## src/verilog/pbio_pkg.sv

```systemverilog
// package for the port b bidirectional i/o block: map, fields and carriers
package pbio_pkg;
    localparam int PBIO_WIDTH = 8;
    localparam logic [7:0] PBIO_IDX_LATCH = 8'h01;
    localparam logic [7:0] PBIO_IDX_DIR   = 8'h05;
    localparam logic [7:0] PBIO_IDX_PDI   = 8'h06;
    localparam logic [9:0] PBIO_ADDR_LATCH = {PBIO_IDX_LATCH, 2'b00};
    localparam logic [9:0] PBIO_ADDR_DIR   = {PBIO_IDX_DIR, 2'b00};
    localparam logic [9:0] PBIO_ADDR_PDI   = {PBIO_IDX_PDI, 2'b00};
    localparam logic [7:0]  PBIO_DIR_RST  = 8'h00;
    localparam logic [7:0]  PBIO_PDI_RST  = 8'h00;
    localparam logic [31:0] PBIO_RD_ZERO  = 32'h0000_0000;
    localparam logic [1:0]  PBIO_HTRANS_NONSEQ = 2'b10;
    localparam logic [1:0]  PBIO_HTRANS_SEQ    = 2'b11;
    localparam int PBIO_SCK_BIT = 7;
    localparam int PBIO_SDI_BIT = 6;
    localparam int PBIO_SDO_BIT = 5;
    localparam int PBIO_CMP_BIT = 4;
    localparam int PBIO_CAP_BIT = 3;

    // pins as seen from the block: drive value, enable and pulldown
    typedef struct packed {
        logic [7:0] out;
        logic [7:0] oe;
        logic [7:0] pulldown_en;
    } pbio_pins_t;

    // outputs of other modules that may take over pins 4-7
    typedef struct packed {
        logic timer_compare_out;
        logic comparator_one_out;
        logic comparator_one_en;
        logic serial_enable;
        logic serial_data_out;
        logic serial_clk_out;
        logic serial_clk_oe;
    } pbio_alt_t;

    // levels forwarded to attached modules
    typedef struct packed {
        logic [3:0] analog_level;
        logic       timer_capture_in;
        logic       serial_data_in;
        logic       serial_clk_in;
    } pbio_fwd_t;
endpackage

```

## src/verilog/pbio_port.sv

```systemverilog
// port b bidirectional i/o block with ahb-lite register slave
//
// Local design decision: the AHB-Lite interface to the registers.
`timescale 1ns/1ps
module pbio_port #(
    parameter int WIDTH = 8
) (
    // clock and reset
    input  wire logic               hclk,
    input  wire logic               hresetn,
    // ahb-lite slave
    input  wire logic               hsel,
    input  wire logic [31:0]        haddr,
    input  wire logic [1:0]         htrans,
    input  wire logic               hwrite,
    input  wire logic [2:0]         hsize,
    input  wire logic [31:0]        hwdata,
    input  wire logic               hready,
    output logic [31:0]             hrdata,
    output logic                    hreadyout,
    output logic                    hresp,
    // configuration strap
    input  wire logic               global_pulldown_disable,
    // pins
    input  wire logic [WIDTH-1:0]   port_b_pin_in,
    output pbio_pkg::pbio_pins_t    pins,
    // other modules
    input  wire pbio_pkg::pbio_alt_t alt,
    output pbio_pkg::pbio_fwd_t     fwd
);
    import pbio_pkg::*;

    typedef struct packed {
        logic [7:0]  sync1;
        logic [7:0]  sync2;
        logic [7:0]  sync3;
        logic [7:0]  level;
        logic [7:0]  port_b_latch;
        logic [7:0]  port_b_direction;
        logic [7:0]  port_b_pulldown_inhibit;
        logic        strap_done;
        logic        global_pd_off;
        logic        wr_pend;
        logic [9:0]  wr_addr;
        logic [31:0] rdata;
        pbio_pins_t  pins;
        pbio_fwd_t   fwd;
    } pbio_state_t;

    pbio_state_t s_q;
    pbio_state_t s_d;

    logic [7:0] drv;
    logic [7:0] oe;
    logic [7:0] rd_port;
    logic       take;

    always_comb begin
        s_d  = s_q;
        take = hsel && hready && (htrans == PBIO_HTRANS_NONSEQ || htrans == PBIO_HTRANS_SEQ);
        // three stage sampling; a change counts when stage two and three agree
        s_d.sync1 = port_b_pin_in;
        s_d.sync2 = s_q.sync1;
        s_d.sync3 = s_q.sync2;
        for (int i = 0; i < 8; i++) begin
            if (s_q.sync2[i] == s_q.sync3[i]) begin
                s_d.level[i] = s_q.sync3[i];
            end
        end
        // strap caught once after reset release; fixed after that
        if (!s_q.strap_done) begin
            s_d.strap_done    = 1'b1;
            s_d.global_pd_off = global_pulldown_disable;
        end
        // write data phase
        if (s_q.wr_pend) begin
            case (s_q.wr_addr)
                PBIO_ADDR_LATCH: s_d.port_b_latch = hwdata[7:0];
                PBIO_ADDR_DIR: s_d.port_b_direction = hwdata[7:0];
                PBIO_ADDR_PDI: s_d.port_b_pulldown_inhibit = hwdata[7:0];
                default: ;
            endcase
        end
        s_d.wr_pend = take && hwrite;
        s_d.wr_addr = haddr[9:0];
        // pin drive: latch plus overrides on upper pins
        drv = s_q.port_b_latch;
        oe  = s_q.port_b_direction;
        drv[PBIO_CMP_BIT] = s_q.port_b_latch[PBIO_CMP_BIT] | alt.timer_compare_out
                          | (alt.comparator_one_en & alt.comparator_one_out);
        if (alt.serial_enable) begin
            drv[PBIO_SDO_BIT] = alt.serial_data_out;
            oe[PBIO_SDO_BIT]  = 1'b1;
            oe[PBIO_SDI_BIT]  = 1'b0;
            drv[PBIO_SCK_BIT] = alt.serial_clk_out;
            oe[PBIO_SCK_BIT]  = alt.serial_clk_oe;
        end
        for (int i = 0; i < 8; i++) begin
            // direction selects latch or pin level for reads
            rd_port[i] = s_q.port_b_direction[i] ? s_q.port_b_latch[i] : s_q.level[i];
            // a set direction bit kills the pulldown even when an override takes the driver
            s_d.pins.pulldown_en[i] = !s_q.global_pd_off && !oe[i] && !s_q.port_b_direction[i]
                                    && !s_q.port_b_pulldown_inhibit[i];
        end
        s_d.pins.out = drv;
        s_d.pins.oe  = oe;
        s_d.fwd.analog_level     = s_q.level[3:0];
        s_d.fwd.timer_capture_in = s_q.level[PBIO_CAP_BIT];
        s_d.fwd.serial_data_in   = s_q.level[PBIO_SDI_BIT];
        s_d.fwd.serial_clk_in    = s_q.level[PBIO_SCK_BIT];
        // read data for next data phase; inhibit reads back zero
        s_d.rdata = PBIO_RD_ZERO;
        if (take && !hwrite) begin
            case (haddr[9:0])
                PBIO_ADDR_LATCH: s_d.rdata = {24'h00_0000, rd_port};
                PBIO_ADDR_DIR: s_d.rdata = {24'h00_0000, s_q.port_b_direction};
                PBIO_ADDR_PDI: s_d.rdata = PBIO_RD_ZERO;
                default: s_d.rdata = PBIO_RD_ZERO;
            endcase
        end
    end

    // the latch is left out of the reset branch, so a reset keeps its contents
    always_ff @(posedge hclk or negedge hresetn) begin
        if (!hresetn) begin
            s_q.sync1 <= 8'h00;
            s_q.sync2 <= 8'h00;
            s_q.sync3 <= 8'h00;
            s_q.level <= 8'h00;
            s_q.port_b_direction <= PBIO_DIR_RST;
            s_q.port_b_pulldown_inhibit <= PBIO_PDI_RST;
            s_q.strap_done <= 1'b0;
            s_q.global_pd_off <= 1'b0;
            s_q.wr_pend <= 1'b0;
            s_q.wr_addr <= 10'h000;
            s_q.rdata <= PBIO_RD_ZERO;
            s_q.pins <= '0;
            s_q.fwd <= '0;
        end else begin
            s_q <= s_d;
        end
    end

    assign hrdata    = s_q.rdata;
    assign hreadyout = 1'b1;
    assign hresp     = 1'b0;
    assign pins      = s_q.pins;
    assign fwd       = s_q.fwd;
endmodule

```

## config.mk

```make
export PLATFORM = sky130hd
export DESIGN_NAME = pbio_port
export DESIGN_NICKNAME = d
export VERILOG_FILES = /design/src/verilog/pbio_pkg.sv /design/src/verilog/pbio_port.sv
export SDC_FILE = /design/constraint.sdc
export NUM_CORES = 1
export LEC_CHECK = 0
export BUFFER_PORTS_ARGS = -buffer_cell sky130_fd_sc_hd__buf_2
export CORE_UTILIZATION = 35
export CTS_BUF_LIST = sky130_fd_sc_hd__clkbuf_16
export DETAILED_ROUTE_END_ITERATION = 16
export GPL_ROUTABILITY_DRIVEN = 0
export PLACE_DENSITY = 0.65
export SLEW_MARGIN = 20
export SYNTH_ARGS = -nofsm -noshare
export SYNTH_HDL_FRONTEND = slang
export SYNTH_SLANG_ARGS = --single-unit
export TNS_END_PERCENT = 20
```

## constraint.sdc

```tcl
create_clock -name hclk -period 2.6 [get_ports hclk]
set_input_delay 0.13 -clock hclk [delete_from_list [all_inputs] [get_ports hclk]]
set_output_delay 0.13 -clock hclk [all_outputs]
set_load 0.1 [all_outputs]
```

==> out/results.ini, run 1 <==
[timing]
tns_ps=0
worstMarginPinSlew_ps=722
finalSetupViolations=0
drv_slew=0
relSlewSlack_pct=51.8
fmax_ghz=0.537
timing.hold.ws_ps=20.1
hold_violations=0
post-route-period-util_pct=71.6
clock_skew_ps=5.78
min_period_ps=1860
rsz0062_at_grt=no

[global_route]
grt_max_degree=60
grt_pass1_wl_mm=10.5
grt_pass1_vias=2038
grt.total_usage_pct=12.6
antenna_found_initial=0
grt-ovfl-total=0

[logic_synthesis]
ys_seq_area_share_pct=70.0
avgSynthCellArea_um2=14.9
ys_top_cells_by_area=dfrtp_1, buf_4, edfxtp_1, mux2_2, maj3_1
synth-seq-cells=107
ys_warn_count=0
ys_types=26
synthCells=261
syn-cell-area_mm2=0.00388
yosysTopAreaCell=dfrtp_1
synth_top_area_share_pct=63.8

[layout]
instances_no_fill=483
num-fill-cells=1005
nets=428
area_delta_synth_final_pct=20.2
num_antenna_cells=0
final_layout_size_suffix_gt1_share_pct=34.4
utilization_pct=43.0

[critical_path]
cp.required_ps=2830
critPathMaxFanout=8
critPathLaunchType=primary input
crit_family=simple AND/OR/NAND/NOR gates
reg2reg_depth=4
crit_chain=dlygate4sd3_1 -> buf_2 -> nor4b_1 -> nand4_1 -> a21oi_1
reg2reg_to=s_q[96]
worst-path-buf-inv=2
r2r-start=s_q[69]
worstSetupPathType=in2reg
max_stage_delay_ps=610
worstPathArrival_ps=2090
endpoint_kind=flip-flop
slowest_stage=nand4_1
rrSetupSlack_ps=780

[clock_network]
cts-resized-gates=0
clock_sinks=107
clk_latency_ps=330
root_buffer=clkbuf_16
cts_made_buffers=9
clock_path_buffers=2
tritoncts=yes
htree_levels=3
cts.reportedPaths.clkPinSlew_ps=60

[power_and_ir_drop]
p_per_area_mw_per_mm2=797
p_leak_nw=2.17
total_power_mw=3.72
irDropWorstVdd_mv=0.307

[hold_path]
min-delay-start=alt[6]
hold_path.class=in2reg
whs_endpoint=pins[20]
hold_depth=2

[place]
place_hpwl_mm=4.12
io_buffers=78
placed_cells=440

[routing]
initialDrtViolationCount=30
wl_mm=6.38
drtAntennaViolNets=0
drc=0
viasPerCell=4.13
via_count=1994
drt_pre_antenna_iters=4
detail_route.wl_per_cell_um=13.2

[floorplan]
start_util_pct=35.8
die_area_mm2=0.0115
io_pins=155
die_h_um=107
rows=38
die_width_um=107
coreArea_mm2=0.0108

[run]
maxCapViolations=0

[outcome]
status=finished clean

[timing repair]
action / CTS / global route
endpoints found under the hold margin: 66 / 0
buffers inserted: 0 / 0
hold buffers: 27 / 0
[flip-flops by register name (all words and copies together) (netlist names)]
register	flops
pins	24
fwd	6
hrdata	8
s_d	22
oe	5
drv	5
s_q	37
[power breakdown]
part / internal, mW / switching (mW) / total, mW
clock: 0.832 / 0.549 / 1.38
combinational: 0.0986 / 0.435 / 0.533
sequential: 1.76 / 0.0459 / 1.81
[kinds of logic (layout without fill, tap and decap cells)]
family / after synthesis / in the layout / share of synthesized area (%)
AND/OR/NAND/NOR: 39 / 39 / 6.67
flip-flops: 107 / 107 / 70.0
buffers and inverters: 67 / 124 / 12.8
adder cells (fa/ha/maj): 8 / 8 / 2.06
AO/OA/AOI/OAI: 18 / 18 / 2.51
other: 2 / 27 / 0.193
multiplexers: 20 / 20 / 5.80
[Yosys cell counts]
master,number
edfxtp_1,8
dfrtp_1,99
or2_2,1
nand2_1,9
nor3_1,7
and3_1,1
and2_1,1
mux2_2,19
mux2_1,1
a21oi_1,8
nand4_1,1
maj3_1,8
buf_4,65
conb_1,2
nor4b_1,1
a2111oi_0,1
nor2b_1,3
a211o_1,1
nor4bb_1,1
clkbuf_1,2
nor4_1,1
nor2_1,9
nor4b_4,1
nand4_4,2
nor4_4,1
o21ai_0,8
[worst max-delay path by stage]
stage | from | to | slack, ps | depth (start not counted)
after floorplan | s_q[64] | drv[0] | 400 | 3
after global placement | s_q[69] | drv[3] | 790 | 4
after detailed placement | s_q[69] | drv[3] | 760 | 4
after CTS | haddr[0] | hrdata[4] | 720 | 5
after global routing | haddr[0] | hrdata[1] | 610 | 5
final | haddr[0] | hrdata[2] | 740 | 5
[final cells by class]
cell class | instances | area [um2] | area share (%)
sequential | 107 | 2720 | 58.2
multi-input combinational | 112 | 778 | 16.7
timing repair buffer | 108 | 686 | 14.7
clock buffer | 9 | 225 | 4.83
tap | 140 | 175 | 3.75
clock inverter | 7 | 83.8 | 1.80
[per-stage QoR]
stage / worst slack (ps) / cell area, um2
detailed placement: 765 / 4090
finish: 739 / 4670
global route: 607 / 4670
CTS: 724 / 4670
floorplan: 395 / 3980
global placement: 786 / 4090
[placed cells by master (no fill, tap or decap)]
cell type / count
and2_1: 1
nor4_1: 1
nor2_1: 9
o21ai_0: 8
buf_4: 4
buf_2: 77
conb_1: 27
nor4b_4: 1
mux2_1: 1
mux2_2: 19
dfrtp_1: 99
nor2b_1: 3
nor4b_1: 1
dlygate4sd3_1: 27
nor4bb_4: 1
bufinv_16: 2
nand4_4: 2
nand2_1: 9
a21oi_1: 8
nand4_1: 1
nor4_4: 1
a211o_1: 1
edfxtp_1: 8
clkbuf_16: 9
clkinv_1: 3
a2111oi_0: 1
or2_2: 1
inv_1: 1
maj3_1: 8
and3_1: 1
clkinv_4: 1
nor3_1: 7
[routing by layer]
| layer | up-vias | global-route usage (%) | routed length (um) |
|---|---|---|---|
| li1 | 934 | - | - |
| met1 | 974 | 16.3 | 2830 |
| met2 | 76 | 19.8 | 3140 |
| met3 | 10 | 2.97 | 293 |
| met4 | 0 | 6.16 | 126 |
| met5 | - | 0 | 0 |
No activity file was read; power rests on OpenSTA's default activity.
==> inputs of run 2 (changes only) <==
Clock period 2.6 ns to 1.85 ns, I/O delays scaled along.
==> out/results.ini, run 2 (synthesized netlist as in run 1, its figures left out) <==
[clock_network]
clock_sinks=107  ; unchanged
clock_path_buffers=2  ; unchanged
tritoncts=yes
htree_levels=3  ; unchanged
cts-resized-gates=0  ; unchanged
cts.reportedPaths.clkPinSlew_ps=70  ; about the same
clk_latency_ps=340  ; about the same
root_buffer=clkbuf_16
cts_hold_buf=33  ; +22%
cts_made_buffers=9  ; unchanged
cts_setup_buffers=0  ; unchanged

[routing]
wl_mm=6.48  ; +1.5%
via_count=2047  ; +2.7%
initialDrtViolationCount=47  ; +57%
detail_route.wl_per_cell_um=13.2  ; -0.32%
viasPerCell=4.16  ; +0.78%
drt_pre_antenna_iters=5  ; +1
drc=0  ; unchanged
drtAntennaViolNets=0  ; unchanged

[layout]
layout_common_cells=dfrtp_1, buf_2, dlygate4sd3_1
area_delta_synth_final_pct=22.2
top_register=s_q
num_antenna_cells=0  ; unchanged
instances_no_fill=492  ; +1.9%
finalInstanceArea_mm2=0.00475  ; +1.7%
final_common_cell=dfrtp_1
nets=437  ; +2.1%
final_layout_size_suffix_gt1_share_pct=35.2  ; +0.82 points
largest_register_ffs=37  ; unchanged

[floorplan]
coreArea_mm2=0.0108  ; unchanged
start_util_pct=35.8  ; unchanged
rows=38  ; unchanged
die_area_mm2=0.0115  ; unchanged
die_width_um=107  ; unchanged
io_pins=155  ; unchanged
die_h_um=107  ; unchanged

[critical_path]
worstSetupEndpoint=s_q[96]
reg2reg_depth=4  ; unchanged
worstPathArrival_ps=1680  ; -410 ps
endpoint_kind=flip-flop
rrSetupSlack_ps=220  ; -560 ps
critPathMaxFanout=4  ; -4
cp-startpoint=s_q[69]
reg2reg_to=s_q[96]
r2r-start=s_q[69]
critPathLaunchType=flip-flop
worstSetupPathType=reg2reg
cp.required_ps=1900  ; -930 ps

[power_and_ir_drop]
total_power_mw=5.15  ; +39%
p_leak_nw=2.21  ; +1.5%
p_per_area_mw_per_mm2=1090  ; +36%
irDropWorstVdd_mv=0.482  ; +57%

[place]
place_hpwl_mm=4.12  ; about the same
io_buffers=78  ; unchanged
dpl_cell_area_mm2=0.00412  ; +0.86%
placed_cells=443  ; +0.68%
dp_worst_setup_slack_ps=206  ; -559 ps

[timing]
fmax_ghz=0.614
clock_skew_ps=4.45  ; -1.33 ps
relSlewSlack_pct=66.2  ; +14 points
drv_slew=0  ; unchanged
hold_violations=0  ; unchanged
post-route-period-util_pct=88.0
finalSetupViolations=0  ; unchanged
tns_ps=0  ; unchanged
rsz0062_at_grt=no
worstMarginPinSlew_ps=508  ; -215 ps
min_period_ps=1630
finalWorstSetupSlack_ps=221  ; -517 ps

[hold_path]
hold_path.class=in2reg

[global_route]
grt.total_usage_pct=12.5  ; -0.023 points
grt-ovfl-total=0  ; unchanged
grt_max_degree=100  ; +67%
grt_pass1_vias=2067  ; +1.4%
antenna_found_initial=0  ; unchanged
grt_pass1_wl_mm=10.5  ; +0.27%

[outcome]
status=finished clean

[run]
maxCapViolations=0  ; unchanged

-- run 2: power by group --
part / total [mW] / internal [mW] / switching [mW]
sequential: 2.54 / 2.47 / 0.0662
combinational: 0.763 / 0.150 / 0.613
clock: 1.85 / 1.04 / 0.807
total: 5.15 / 3.67 / 1.49
-- run 2: worst max-delay path, stage by stage, from the launching register on --
cell and delay [ps]:
dfrtp_1 400, nor4b_4 300, nand2_1 130, nor4bb_4 320
buf_4 200
-- run 2: how the worst min path moves through the flow --
stage / startpoint / to / slack (ps) / cells past startpoint
final: alt[3] / pins[14] / 20 / 2
after global routing: alt[3] / pins[14] / 20 / 2
after CTS: alt[3] / pins[14] / 10 / 2
after detailed placement: port_b_pin_in[7] / s_d[123] / 200 / 1
after global placement: hresetn / s_q[65] / 200 / 2
after floorplan: hresetn / fwd[0] / -200 / 0
-- run 2: final cells by class --
type	instances	area (um2)
fill	1001	6090
sequential	107	2720
timing repair buffer	117	781
multi-input combinational	112	778
clock buffer	9	225
tap	140	175
clock inverter	7	68.8
-- run 2: per-layer routing --
metal / part of all wire [%] / track usage, %
met4: 2.1 / 6.46
met1: 44 / 15.8
met2: 49 / 20.0
met5: 0 / 0
met3: 4.6 / 3.21
-- run 2: stage by stage --
step / hold slack [ps] / utilization (%)
floorplan: -203 / -
global placement: 201 / 38.0
detailed placement: 202 / 38.0
CTS: 9.63 / 43.8
global route: 17.5 / 43.8
finish: 24.4 / 43.8
